==> src/common/ccirq_pkg.sv <==
// Package: register map, field positions and carrier types of the comparator control block
`default_nettype none
package ccirq_pkg;
  localparam logic [11:0] ADDR_CTRL_STATUS = 12'h000;
  localparam logic [11:0] ADDR_PIN_DISABLE = 12'h004;
  localparam logic [11:0] ADDR_IRQ_STATUS  = 12'h008;
  localparam logic [11:0] ADDR_IRQ_MASK    = 12'h00c;

  localparam int BIT_POWER_OFF  = 7;
  localparam int BIT_BANDGAP    = 6;
  localparam int BIT_RESULT     = 5;
  localparam int BIT_IRQ_FLAG   = 4;
  localparam int BIT_IRQ_ENABLE = 3;
  localparam int BIT_CAPTURE    = 2;
  localparam int BIT_MODE_HI    = 1;
  localparam int BIT_MODE_LO    = 0;
  localparam int BIT_NEG_OFF    = 1;
  localparam int BIT_POS_OFF    = 0;

  localparam logic [7:0] CTRL_RESET   = 8'h00;
  localparam logic [1:0] PINDIS_RESET = 2'h0;
  localparam logic [1:0] EVT_RESET    = 2'h0;

  // Event status bits: edge event, and a change of the power-off bit
  localparam int EVT_EDGE  = 0;
  localparam int EVT_RESVD = 1;

  localparam logic [1:0] MODE_TOGGLE  = 2'h0;
  localparam logic [1:0] MODE_RESVD   = 2'h1;
  localparam logic [1:0] MODE_FALLING = 2'h2;
  localparam logic [1:0] MODE_RISING  = 2'h3;

  typedef struct packed {
    logic       power_off;
    logic       bandgap_select;
    logic       irq_enable;
    logic       capture_route;
    logic [1:0] irq_mode;
  } ccirq_ctrl_t;

  typedef struct packed {
    logic neg_pin_buffer_off;
    logic pos_pin_buffer_off;
  } ccirq_pindis_t;
endpackage : ccirq_pkg
`default_nettype wire

==> src/logic/ccirq_sync.sv <==
// Two-stage synchroniser for the comparator result
`default_nettype none
module ccirq_sync (
  // Clock and reset
  input  wire logic pclk,
  input  wire logic presetn,
  // Data
  input  wire logic d_in,
  output logic      q_out
);
  logic stage1_reg;

  always_ff @(posedge pclk or negedge presetn) begin
    if (!presetn) begin
      stage1_reg <= 1'b0;
      q_out      <= 1'b0;
    end else begin
      stage1_reg <= d_in;
      q_out      <= stage1_reg;
    end
  end
endmodule : ccirq_sync
`default_nettype wire

==> src/logic/ccirq_edge.sv <==
// Edge classifier: compares the synchronised result with its previous value
`default_nettype none
module ccirq_edge (
  // Clock and reset
  input  wire logic       pclk,
  input  wire logic       presetn,
  // Level in, mode select, event out
  input  wire logic       level,
  input  wire logic [1:0] mode,
  output logic            hit,
  output logic            prev_level
);
  logic rise;
  logic fall;

  always_ff @(posedge pclk or negedge presetn) begin
    if (!presetn) begin
      prev_level <= 1'b0;
    end else begin
      prev_level <= level;
    end
  end

  assign rise = level & ~prev_level;
  assign fall = ~level & prev_level;

  always_comb begin
    unique case (mode)
      ccirq_pkg::MODE_TOGGLE:  hit = rise | fall;
      ccirq_pkg::MODE_FALLING: hit = fall;
      ccirq_pkg::MODE_RISING:  hit = rise;
      default:                 hit = 1'b0;
    endcase
  end
endmodule : ccirq_edge
`default_nettype wire

==> src/logic/ccirq_top.sv <==
// Comparator control, status and interrupt logic with APB register access
//
// Chosen here: the register offsets and the APB slave port.
`default_nettype none
module ccirq_top (
  // APB slave
  input  wire logic        pclk,
  input  wire logic        presetn,
  input  wire logic        psel,
  input  wire logic        penable,
  input  wire logic        pwrite,
  input  wire logic [11:0] paddr,
  input  wire logic [31:0] pwdata,
  output logic             pready,
  output logic             pslverr,
  output logic [31:0]      prdata,
  // Analog comparator core
  input  wire logic        cmp_core_out,
  output logic             cmp_power_off,
  output logic             cmp_bandgap_select,
  // Comparator pins, digital side
  input  wire logic        cmp_pos_pin_digital,
  input  wire logic        cmp_neg_pin_digital,
  output logic             pos_pin_buffer_off,
  output logic             neg_pin_buffer_off,
  output logic             cmp_pos_port_in,
  output logic             cmp_neg_port_in,
  // Processor interrupt
  input  wire logic        cpu_global_irq_enable,
  input  wire logic        cmp_irq_vector_ack,
  output logic             cmp_irq_request,
  output logic             irq,
  // Timer capture front end
  output logic             timer_capture_src
);
  ccirq_pkg::ccirq_ctrl_t   ctrl_reg;
  ccirq_pkg::ccirq_ctrl_t   ctrl_next;
  ccirq_pkg::ccirq_pindis_t pindis_reg;
  ccirq_pkg::ccirq_pindis_t pindis_next;
  logic                     flag_reg;
  logic                     flag_next;
  logic [1:0]               evt_reg;
  logic [1:0]               evt_next;
  logic [1:0]               mask_reg;
  logic [1:0]               mask_next;

  logic        cmp_result;
  logic        edge_hit;
  logic        wr_en;
  logic        rd_en;
  logic        sel_ctrl;
  logic        sel_pindis;
  logic        sel_evt;
  logic        sel_mask;
  logic        addr_hit;
  logic        flag_clear;
  logic [7:0]  ctrl_view;
  logic [31:0] rd_mux;
  logic [31:0] prdata_next;
  logic        pready_next;
  logic        pslverr_next;
  logic [1:0]  evt_set;
  logic [1:0]  evt_clear;
  logic        pwr_event;
  logic        pos_port_next;
  logic        neg_port_next;
  logic        irq_req_next;
  logic        irq_next;
  logic        capture_next;

  // Reset image taken field by field, so the result bit cannot shift the others
  localparam ccirq_pkg::ccirq_ctrl_t CTRL_INIT = '{
    power_off:      ccirq_pkg::CTRL_RESET[ccirq_pkg::BIT_POWER_OFF],
    bandgap_select: ccirq_pkg::CTRL_RESET[ccirq_pkg::BIT_BANDGAP],
    irq_enable:     ccirq_pkg::CTRL_RESET[ccirq_pkg::BIT_IRQ_ENABLE],
    capture_route:  ccirq_pkg::CTRL_RESET[ccirq_pkg::BIT_CAPTURE],
    irq_mode:       ccirq_pkg::CTRL_RESET[ccirq_pkg::BIT_MODE_HI:ccirq_pkg::BIT_MODE_LO]
  };

  // Field map must fit the 8-bit register image
  if (ccirq_pkg::BIT_POWER_OFF >= $bits(ctrl_view)) begin : g_map_chk
    $error("control field map does not fit the register byte");
  end

  // Comparator result into pclk domain
  ccirq_sync u_sync (
    .pclk    (pclk),
    .presetn (presetn),
    .d_in    (cmp_core_out),
    .q_out   (cmp_result)
  );

  ccirq_edge u_edge (
    .pclk       (pclk),
    .presetn    (presetn),
    .level      (cmp_result),
    .mode       (ctrl_reg.irq_mode),
    .hit        (edge_hit),
    .prev_level ()
  );

  // APB decode; zero-wait-state slave
  assign wr_en      = psel & penable & pwrite;
  assign rd_en      = psel & ~penable & ~pwrite;
  assign sel_ctrl   = (paddr == ccirq_pkg::ADDR_CTRL_STATUS);
  assign sel_pindis = (paddr == ccirq_pkg::ADDR_PIN_DISABLE);
  assign sel_evt    = (paddr == ccirq_pkg::ADDR_IRQ_STATUS);
  assign sel_mask   = (paddr == ccirq_pkg::ADDR_IRQ_MASK);
  assign addr_hit   = sel_ctrl | sel_pindis | sel_evt | sel_mask;

  // Control; result bit is not writable
  assign ctrl_next = (wr_en && sel_ctrl) ? ccirq_pkg::ccirq_ctrl_t'{
      power_off:      pwdata[ccirq_pkg::BIT_POWER_OFF],
      bandgap_select: pwdata[ccirq_pkg::BIT_BANDGAP],
      irq_enable:     pwdata[ccirq_pkg::BIT_IRQ_ENABLE],
      capture_route:  pwdata[ccirq_pkg::BIT_CAPTURE],
      irq_mode:       pwdata[ccirq_pkg::BIT_MODE_HI:ccirq_pkg::BIT_MODE_LO]}
    : ctrl_reg;

  assign pindis_next = (wr_en && sel_pindis) ? ccirq_pkg::ccirq_pindis_t'{
      neg_pin_buffer_off: pwdata[ccirq_pkg::BIT_NEG_OFF],
      pos_pin_buffer_off: pwdata[ccirq_pkg::BIT_POS_OFF]}
    : pindis_reg;

  // Set wins over clear, both from software and the vector acknowledge
  assign flag_clear = cmp_irq_vector_ack | (wr_en & sel_ctrl & pwdata[ccirq_pkg::BIT_IRQ_FLAG]);
  assign flag_next  = edge_hit | (flag_reg & ~flag_clear);

  // Interrupt status: edge event and power-off toggle (spurious-risk indicator)
  assign pwr_event = ctrl_next.power_off ^ ctrl_reg.power_off;
  assign evt_set   = {pwr_event, edge_hit};
  assign evt_clear = (wr_en && sel_evt) ? pwdata[1:0] : 2'h0;
  assign evt_next  = evt_set | (evt_reg & ~evt_clear);
  assign mask_next = (wr_en && sel_mask) ? pwdata[1:0] : mask_reg;

  assign ctrl_view = {ctrl_reg.power_off, ctrl_reg.bandgap_select, cmp_result, flag_reg,
                      ctrl_reg.irq_enable, ctrl_reg.capture_route, ctrl_reg.irq_mode};

  assign rd_mux = sel_ctrl   ? {24'h000000, ctrl_view} :
                  sel_pindis ? {30'h00000000, pindis_reg} :
                  sel_evt    ? {30'h00000000, evt_reg} :
                  sel_mask   ? {30'h00000000, mask_reg} : 32'h00000000;

  // Next values of the registered outputs
  assign pready_next   = psel & ~penable;
  assign pslverr_next  = psel & ~penable & ~addr_hit;
  assign prdata_next   = rd_en ? rd_mux : prdata;
  assign pos_port_next = cmp_pos_pin_digital & ~pindis_next.pos_pin_buffer_off;
  assign neg_port_next = cmp_neg_pin_digital & ~pindis_next.neg_pin_buffer_off;
  assign irq_req_next  = flag_next & ctrl_next.irq_enable & cpu_global_irq_enable;
  assign irq_next      = |(evt_next & mask_next);
  // Synchronised level feeds the capture front end; it does its own filtering
  assign capture_next  = cmp_result & ctrl_next.capture_route;

  // Register state
  always_ff @(posedge pclk or negedge presetn) begin
    if (!presetn) begin
      ctrl_reg <= CTRL_INIT;
    end else begin
      ctrl_reg <= ctrl_next;
    end
  end

  always_ff @(posedge pclk or negedge presetn) begin
    if (!presetn) begin
      pindis_reg <= ccirq_pkg::ccirq_pindis_t'(ccirq_pkg::PINDIS_RESET);
    end else begin
      pindis_reg <= pindis_next;
    end
  end

  always_ff @(posedge pclk or negedge presetn) begin
    if (!presetn) begin
      flag_reg <= ccirq_pkg::CTRL_RESET[ccirq_pkg::BIT_IRQ_FLAG];
    end else begin
      flag_reg <= flag_next;
    end
  end

  always_ff @(posedge pclk or negedge presetn) begin
    if (!presetn) begin
      evt_reg <= ccirq_pkg::EVT_RESET;
    end else begin
      evt_reg <= evt_next;
    end
  end

  always_ff @(posedge pclk or negedge presetn) begin
    if (!presetn) begin
      mask_reg <= ccirq_pkg::EVT_RESET;
    end else begin
      mask_reg <= mask_next;
    end
  end

  // APB answer registered in setup, so the access phase completes at once
  always_ff @(posedge pclk or negedge presetn) begin
    if (!presetn) begin
      pready <= 1'b0;
    end else begin
      pready <= pready_next;
    end
  end

  always_ff @(posedge pclk or negedge presetn) begin
    if (!presetn) begin
      pslverr <= 1'b0;
    end else begin
      pslverr <= pslverr_next;
    end
  end

  always_ff @(posedge pclk or negedge presetn) begin
    if (!presetn) begin
      prdata <= 32'h00000000;
    end else begin
      prdata <= prdata_next;
    end
  end

  // Outputs, each straight from its own flop
  always_ff @(posedge pclk or negedge presetn) begin
    if (!presetn) begin
      cmp_power_off <= CTRL_INIT.power_off;
    end else begin
      cmp_power_off <= ctrl_next.power_off;
    end
  end

  always_ff @(posedge pclk or negedge presetn) begin
    if (!presetn) begin
      cmp_bandgap_select <= CTRL_INIT.bandgap_select;
    end else begin
      cmp_bandgap_select <= ctrl_next.bandgap_select;
    end
  end

  always_ff @(posedge pclk or negedge presetn) begin
    if (!presetn) begin
      pos_pin_buffer_off <= 1'b0;
    end else begin
      pos_pin_buffer_off <= pindis_next.pos_pin_buffer_off;
    end
  end

  always_ff @(posedge pclk or negedge presetn) begin
    if (!presetn) begin
      neg_pin_buffer_off <= 1'b0;
    end else begin
      neg_pin_buffer_off <= pindis_next.neg_pin_buffer_off;
    end
  end

  always_ff @(posedge pclk or negedge presetn) begin
    if (!presetn) begin
      cmp_pos_port_in <= 1'b0;
    end else begin
      cmp_pos_port_in <= pos_port_next;
    end
  end

  always_ff @(posedge pclk or negedge presetn) begin
    if (!presetn) begin
      cmp_neg_port_in <= 1'b0;
    end else begin
      cmp_neg_port_in <= neg_port_next;
    end
  end

  always_ff @(posedge pclk or negedge presetn) begin
    if (!presetn) begin
      cmp_irq_request <= 1'b0;
    end else begin
      cmp_irq_request <= irq_req_next;
    end
  end

  always_ff @(posedge pclk or negedge presetn) begin
    if (!presetn) begin
      irq <= 1'b0;
    end else begin
      irq <= irq_next;
    end
  end

  always_ff @(posedge pclk or negedge presetn) begin
    if (!presetn) begin
      timer_capture_src <= 1'b0;
    end else begin
      timer_capture_src <= capture_next;
    end
  end
endmodule : ccirq_top
`default_nettype wire

==> config.mk <==
export PLATFORM = sky130hd
export DESIGN_NAME = ccirq_top
export DESIGN_NICKNAME = d
export VERILOG_FILES = /design/src/common/ccirq_pkg.sv /design/src/logic/ccirq_sync.sv /design/src/logic/ccirq_edge.sv /design/src/logic/ccirq_top.sv
export SDC_FILE = /design/constraint.sdc
export NUM_CORES = 1
export LEC_CHECK = 0
export BUFFER_PORTS_ARGS = -buffer_cell sky130_fd_sc_hd__clkbuf_2
export CAP_MARGIN = 15
export CORE_ASPECT_RATIO = 0.7
export CORE_MARGIN = 2
export CORE_UTILIZATION = 48
export CTS_BUF_LIST = sky130_fd_sc_hd__clkbuf_4 sky130_fd_sc_hd__clkbuf_8
export DETAILED_ROUTE_END_ITERATION = 10
export PLACE_DENSITY = 0.94
export SYNTH_ARGS = -nofsm -noshare
export SYNTH_HDL_FRONTEND = slang
export SYNTH_SLANG_ARGS = --single-unit
export TNS_END_PERCENT = 20
==> constraint.sdc <==
create_clock -name pclk -period 2.65 [get_ports pclk]
set_input_delay 0.265 -clock pclk [delete_from_list [all_inputs] [get_ports pclk]]
set_output_delay 0.265 -clock pclk [all_outputs]
set_load 0.01 [all_outputs]
# After elaboration in Yosys (flattened, before gate mapping)
# Cells that the tools add are included.
# word_totals
romBits	0
ram_bits	0
ff_bits	55
latchBits	0
memories	0
inputBits	54
word_cells	76
# classes
n_addsub	0
div	0
muxes	9
shift	0
n_eq_ne	5
n_bitwise	34
reduce_logical	7
magnitude_cmp	0
n_mul	0
# ops
op	n
$eq A12 B4 Y1 const B	2
$and A1 B1 Y1	15
$eq A12 B3 Y1 const B	1
$logic_not A12 Y1	1
$mux W2	6
$mux W8	1
$not A1 Y1	8
$mux W6	1
$or A1 B1 Y1	6
$and A2 B2 Y2	2
$eq A2 B2 Y1 const B	2
$logic_and A1 B1 Y1	4
$pmux W1 S3	1
$logic_not A2 Y1	1
$not A2 Y2	1
$or A2 B2 Y2	1
$reduce_or A2 Y1	1
$xor A1 B1 Y1	1

# Longest topological paths before layout
# Gate-level depths: netlist of run 1.
# logic_depth
word_depth	10
ltp_mapped	6
depth_no_buf	6

# By module
# A second synthesis of run 1 with hierarchy kept.
# unflattened
hier_cells	131
hier_area_um2	1657.8
# by_module_without_submodules
mod	instances	area_each_um2	cells_each	seq_area_each_um2
ccirq_top	1	1512.7	120	700.7
ccirq_edge	1	95.1	9	25.0
ccirq_sync	1	50.0	2	50.0

# Worst setup path after synthesis of run 1
# OpenSTA, ideal clock, no wires.
# synth_path
kind	register to register
from	register u_sync.q_out
to	register irq
stages_incl_launch_ff	7
setup_ns	0.121
path_slack_ns	1.014
n_path_buf	0
arrival_time_ns	1.515
path_cell_list	dfrtp_1 -> inv_1 -> ha_1 -> mux2_2 -> a21o_1 -> a211o_1 -> a22o_1
# synth_via
elab_chain_len	7
word_cells_on_any_way	8
classes_between	mux (1); bitwise (6); reduce/logical (1)
# synth_lines
element	line_no	text
from (decl)	ccirq_sync.sv:9	output logic q_out
from (signal assigned)	ccirq_sync.sv:19	q_out <= stage1_reg;
$not A1 Y1	ccirq_edge.sv:25	assign fall = ~level & prev_level;
$and A1 B1 Y1	ccirq_edge.sv:25	
$or A1 B1 Y1	ccirq_edge.sv:29	ccirq_pkg::MODE_TOGGLE: hit = rise | fall;
$pmux W1 S3 *	ccirq_edge.sv:28	unique case (mode)
$or A2 B2 Y2 *	ccirq_top.sv:133	assign evt_next = evt_set | (evt_reg & ~evt_clear);
via evt_next[0]	ccirq_top.sv:43	logic [1:0] evt_next;
$and A2 B2 Y2 *	ccirq_top.sv:151	assign irq_next = |(evt_next & mask_next);
$reduce_or A2 Y1 *	ccirq_top.sv:151	
via irq_next	ccirq_top.sv:68	logic irq_next;
to (signal assigned)	ccirq_top.sv:282	irq <= irq_next;
to (decl)	ccirq_top.sv:32	output logic irq,
# The timed path passes the listed nets; every way through them passes the cells marked *.
# A chain may end at the register's enable or synchronous reset.

# Worst setup path after layout of run 1
# Same ends and word-level chain as after synthesis.

==> reports/metrics.csv, run 1 <==
stage,metric,value,unit
placed_design,dp.final_hpwl,2250,um
synth,synthesis.area,1610,um2
setup_path,end_kind,flip-flop,
detailed_routing,drt_iter0_markers,27,
synth,yosys-top-cells-area,"dfrtp_1 48%, buf_4 12%, mux2_2 5.6%, nor4_4 4.0%, a22o_1 3.8%",
setup_path,startpoint,u_sync.q_out,
sta,skew,0.00583,ns
pwr,p_per_area,490,nW/um2
synth,yosysTopAreaCell,dfrtp_1,
global_routing,grt_pass1_vias,955,
synth,synth_edf_count,0,
sta,rsz0062_at_grt,false,
pwr,p_total,908,uW
global_routing,grt_max_degree,32,
clock_tree,ctsHoldBuffers,0,
placed_design,port_buffers,47,
setup_path,criticalPathCategory,flip-flop to flip-flop,
job,drv_cap,0,
synth,yosysTopAreaCellShare,0.481,
synth,async_flop_share,1.00,
synth,yosysWarnings,0,
setup_path,crit_fanout,5,
sta,final_max_slew_viol_count,0,
setup_path,crit_end,irq,
synth,ys_ff_latch,31,
clock_tree,cts.htree.levels,2,
pwr,ir_drop,295,uV
detailed_routing,antenna_left,0,
clock_tree,clockBufferDepth,2,
detailed_routing,routedWlPerCell,13.1,um
die,fp.dieArea,3840,um2
synth,synth_common_cells,"31 x dfrtp_1, 26 x buf_4, 8 x mux2_2",
setup_path,rr_endpoint,irq,
sta,worst-slew-pin-transition,0.736,ns
sta,min_period_over_period,0.671,
sta,setup_viol,0,
cells_and_area,n_antenna_cell,0,
detailed_routing,drc,0,
synth,synth.most_common_cell,dfrtp_1,
global_routing,grt_pass1_wl,4460,um
setup_path,start_kind,flip-flop,
synth,ys_types,34,
setup_path,cp.arrival,1.93,ns
cells_and_area,largest_reg_flops,8,
clock_tree,insertion_delay,0.28,ns
setup_path,r2r_setup_slack,0.87,ns
clock_tree,numClockSinks,31,
cells_and_area,layout-drive-gt1-share,0.390,
status,status,completed,
detailed_routing,vias,1063,
synth,synth_top_flop_cell,dfrtp_1,
setup_path,r2r_start,u_sync.q_out,
setup_path,crit_required,2.81,ns
synth,syn_inst,134,
cells_and_area,final_net_count,239,
clock_tree,cts_made_buffers,5,
synth,yosysSeqAreaShare,0.481,
sta,relSlewSlack,0.509,
clock_tree,postCtsSetupRepairBufs,0,
placed_design,gp_congestion,0.787,
sta,max_freq,563,MHz
die,rows,17,
die,core,3170,um2
die,start_util,0.508,
sta,min_period,1.78,ns
global_routing,grt.total_usage,0.161,
die,die_w,73.3,um
pwr,p_leak,1.00,nW
global_routing,antenna_found_initial,0,
sta,setup_tns,0,ns
clock_tree,cts_root_buf,clkbuf_8,
global_routing,gr-total-overflow,0,
clock_tree,clk_pin_slew,0.06,ns
sta,hold_violations,0,
clock_tree,cts_resized,0,
detailed_routing,routed_via_density,4.83,
cells_and_area,area_delta_synth_final,15.1,%
detailed_routing,wirelength,2890,um
die,io_pins,97,
detailed_routing,dr.pass1.iters,5,
die,dieHeight,52.5,um
clock_tree,cts_tree,built,
setup_path,reg2reg_depth,6,
hold_path,hold_path_class,input pin to async pin,
synth,avgSynthCellArea,12.0,um2
-- cells by family (layout without fill, tap and decap cells) --
family / Yosys count / in the layout / share of synthesized area
xor gates and xnor gates: 1 / 1 / 0.00544
adders and majority gates: 2 / 2 / 0.0155
muxes: 12 / 12 / 0.107
other: 1 / 24 / 0.00233
buffers and inverters: 35 / 60 / 0.142
AOI/OAI and AO/OA: 15 / 15 / 0.0730
and+or+nand+nor: 37 / 37 / 0.173
DFF: 31 / 31 / 0.481
-- placed cells by master, fill, tap and decap left out, drive strengths merged, types with 2 or more instances in the layout --
cell type	count
and2	2
nand4	7
nand2	5
ha	2
conb	24
nand3	4
nor3	2
nor2	5
clkbuf	53
nor4	3
mux2	10
nor2b	2
inv	7
nor4b	2
and3	2
o21ai	2
a22o	7
mux4	2
dfrtp	31
-- final cells by class --
class	count	area (um2)
multi-input cells	91	693
well taps	38	47.5
inverters	7	26.3
flip-flops and latches	31	776
clock buffers	6	76.3
repair buffers	47	235
fillers	272	1320
-- metal layers --
metal  vias to the layer above  part of all wire  track usage
met5                         -                 0            0
met4                         0             0.010       0.0648
met3                         5             0.066       0.0596
met2                        33              0.46        0.227
met1                       496              0.46        0.222
li1                        529                 -            -
-- through the flow --
stage / std cells / utilization / setup WS (ns) / hold WS, ns / area, um2
4_1_cts: 220 / 0.585 / 0.872 / 0.0685 / 1850
2_1_floorplan: 157 / - / 1.01 / -0.0306 / 1700
3_5_place_dp: 214 / 0.561 / 0.698 / 0.335 / 1780
5_1_grt: 220 / 0.585 / 0.785 / 0.0839 / 1850
3_3_place_gp: 214 / 0.561 / 0.695 / 0.335 / 1780
6_report: 220 / 0.585 / 0.873 / 0.0396 / 1850
-- worst max-delay path, stage by stage (launching register included) --
cell and delay, ns:
dfrtp_1 0.41, inv_1 0.06, ha_1 0.18, mux2_2 0.26, a21o_1 0.23, a211o_1 0.30, a22o_1 0.21
-- power breakdown --
group | total, mW | internal [mW] | switching (mW)
clock network | 0.333 | 0.184 | 0.149
logic | 0.0903 | 0.0302 | 0.0600
registers | 0.485 | 0.481 | 0.00367
-- how the worst min path moves through the flow --
| stage | startpoint | end | depth (start not counted) |
|---|---|---|---|
| floorplan | presetn | cmp_bandgap_select | 0 |
| global route | cmp_core_out | u_sync.stage1_reg | 1 |
| detailed placement | u_sync.stage1_reg | u_sync.q_out | 0 |
| CTS | presetn | prdata[1] | 1 |
| finish | presetn | prdata[3] | 1 |
| global placement | u_sync.stage1_reg | u_sync.q_out | 0 |
Note: power is estimated with default switching activity, not from simulation.
==> inputs of run 2 (changes only) <==
--- a/config.mk
+++ b/config.mk
@@ -9,10 +9,10 @@
 export CAP_MARGIN = 15
 export CORE_ASPECT_RATIO = 0.7
 export CORE_MARGIN = 2
-export CORE_UTILIZATION = 48
+export CORE_UTILIZATION = 40
 export CTS_BUF_LIST = sky130_fd_sc_hd__clkbuf_4 sky130_fd_sc_hd__clkbuf_8
 export DETAILED_ROUTE_END_ITERATION = 10
-export PLACE_DENSITY = 0.94
+export PLACE_DENSITY = 0.84
 export SYNTH_ARGS = -nofsm -noshare
 export SYNTH_HDL_FRONTEND = slang
 export SYNTH_SLANG_ARGS = --single-unit
==> constraint.sdc (replaced) <==
create_clock -name pclk -period 1.57 [get_ports pclk]
set_input_delay 0.157 -clock pclk [delete_from_list [all_inputs] [get_ports pclk]]
set_output_delay 0.157 -clock pclk [all_outputs]
set_load 0.01 [all_outputs]
==> reports/metrics.csv, run 2 (synthesis gave the netlist of run 1 again) <==
stage,metric,value,unit
placed_design,port_buffers,47,
clock_tree,cts.htree.levels,2,
setup_path,criticalPathCategory,flip-flop to flip-flop,
clock_tree,postCtsSetupRepairBufs,0,
setup_path,critical_path.max_stage_delay,0.37,ns
global_routing,grt_pass1_vias,1074,
cells_and_area,stdcell_count,245,
setup_path,crit_required,1.73,ns
pwr,power.switching,366,uW
detailed_routing,vias,1162,
sta,relSlewSlack,0.500,
setup_path,end_kind,flip-flop,
setup_path,reg2reg_depth,6,
detailed_routing,drc,0,
hold_path,hold_path_class,input pin to flip-flop,
status,violations,negative setup slack,
cells_and_area,seqCellArea,776,um2
global_routing,grt_pass1_wl,5060,um
global_routing,gr-total-overflow,0,
placed_design,dp_worst_setup_slack,-0.0310,ns
pwr,switching_share,0.235,
clock_tree,clk_pin_slew,0.06,ns
sta,skew,0.00576,ns
setup_path,crit_fanout,3,
detailed_routing,drt_iter0_markers,69,
placed_design,post_dp_cell_area,1870,um2
setup_path,path_cells,inv_1 > ha_2 > mux2_2 > a21o_1 > a211o_1 > a22o_1,
job,drv_cap,0,
sta,setup_slack,-0.0380,ns
sta,final_max_slew_viol_count,0,
setup_path,r2r_start,u_sync.q_out,
cells_and_area,layout-drive-gt1-share,0.435,
pwr,p_leak,1.06,nW
setup_path,crit_slowest_cell,dfrtp_1,
cells_and_area,final_net_count,250,
status,status,finished with violations,
setup_path,start_kind,flip-flop,
detailed_routing,dr.pass1.iters,4,
placed_design,gp_congestion,0.786,
setup_path,cp_top_family,compound AO/OA/AOI/OAI gates,
sta,whs,0.0720,ns
die,start_util,0.413,
sta,rsz0062_at_grt,true,
clock_tree,numClockSinks,31,
die,die_w,79.9,um
cells_and_area,final_common_cell,clkbuf_2,
hold_path,hp-start,cmp_neg_pin_digital,
placed_design,dp.final_hpwl,2590,um
cells_and_area,fill_cells,372,
pwr,ir_drop,317,uV
pwr,p_seq_frac,0.526,
pwr,p_int,1.19,mW
sta,worst-slew-pin-transition,0.749,ns
detailed_routing,routed_via_density,4.74,
die,dieHeight,57.1,um
global_routing,antenna_found_initial,0,
clock_tree,insertion_delay,0.28,ns
cells_and_area,area_delta_synth_final,22.7,%
cells_and_area,stdcell_area,1980,um2
sta,setup_tns,-0.0380,ns
die,core,3900,um2
hold_path,hold_path_end,cmp_neg_port_in,
sta,max_freq,622,MHz
sta,min_period,1.61,ns
clock_tree,cts_made_buffers,5,
hold_path,hold_depth,3,
die,io_pins,97,
die,rows,19,
sta,hold_violations,0,
cells_and_area,multi_input_area,707,um2
sta,setup_viol,1,
pwr,p_total,1.56,mW
die,fp.dieArea,4560,um2
cells_and_area,post-route-util,0.507,
setup_path,cp.arrival,1.77,ns
detailed_routing,wirelength,3210,um
setup_path,rr_endpoint,irq,
cells_and_area,n_antenna_cell,0,
cells_and_area,largest_reg_flops,8,
global_routing,grt_max_degree,32,
setup_path,crit_buf_inv,1,
pwr,p_comb_frac,0.111,
pwr,p_per_area,787,nW/um2
cells_and_area,layout_common_cells,"47 x clkbuf_2, 31 x dfrtp_1, 24 x conb_1, 8 x mux2_2, 8 x buf_4",
clock_tree,clockBufferDepth,2,
setup_path,r2r_setup_slack,-0.04,ns
detailed_routing,routedWlPerCell,13.1,um
pwr,power_frac_clock,0.363,
clock_tree,cts_tree,built,
clock_tree,cts_root_buf,clkbuf_8,
placed_design,placed_cells,237,
global_routing,grt.total_usage,0.148,
detailed_routing,antenna_left,0,
sta,min_period_over_period,1.02,
run 2: cell count changes in the layout (fill, tap and decap cells not counted):
cell / delta
buf_6: +1
a21oi_2: +1
nor3_2: +1
nor3_1: -1
buf_4: +8
ha_1: -2
a21oi_1: -1
ha_2: +2
dlygate4sd3_1: +2
run 2: how the worst max path moves through the flow:
| stage | cells past startpoint | slack (ns) | endpoint | start |
|---|---|---|---|---|
| 2_1_floorplan | 6 | -0.003 | irq | u_sync.q_out |
| 3_3_place_gp | 6 | -0.02 | irq | u_sync.q_out |
| 3_5_place_dp | 7 | -0.03 | cmp_irq_request | u_sync.q_out |
| 4_1_cts | 6 | -0.02 | irq | u_sync.q_out |
| 5_1_grt | 6 | -0.08 | irq | u_sync.q_out |
| 6_report | 6 | -0.04 | irq | u_sync.q_out |
run 2: area by class of cell:
| type | count | area share |
|---|---|---|
| Multi-Input combinational cell | 91 | 0.358 |
| Sequential cell | 31 | 0.392 |
| Inverter | 7 | 0.0133 |
| Timing Repair Buffer | 58 | 0.165 |
| Clock buffer | 6 | 0.0386 |
| Tap cell | 52 | 0.0329 |
run 2: power by group through the flow:
| stage | registers (mW) | clock network, mW | logic (mW) |
|---|---|---|---|
| after floorplan | 0.834 | 0 | 0.114 |
| after global placement | 0.831 | 0 | 0.160 |
| after detailed placement | 0.831 | 0 | 0.164 |
| after CTS | 0.817 | 0.582 | 0.169 |
| after global routing | 0.818 | 0.628 | 0.191 |
| final | 0.818 | 0.565 | 0.172 |
run 2: tightest hold or removal path: cells and delay by family:
| family | cells | cell delay, ns |
|---|---|---|
| buffers and inverters | 2 | 0.12 |
| and+or+nand+nor | 1 | 0.04 |
run 2: what timing repair did:
action,4_1_cts,5_1_grt
gates cloned,0,0
hold buffers,2,0
pin swaps,2,2
endpoints found under the setup margin,2,3
endpoints found under the hold margin,32,0
gates resized for setup,0,3
run 2: metal layers:
| metal | GRT usage | up-vias | routed length [um] |
|---|---|---|---|
| li1 | - | 550 | - |
| met2 | 0.245 | 34 | 1600 |
| met1 | 0.177 | 571 | 1370 |
| met5 | 0 | - | 0 |
| met3 | 0.0585 | 7 | 201 |
| met4 | 0.0557 | 0 | 34 |
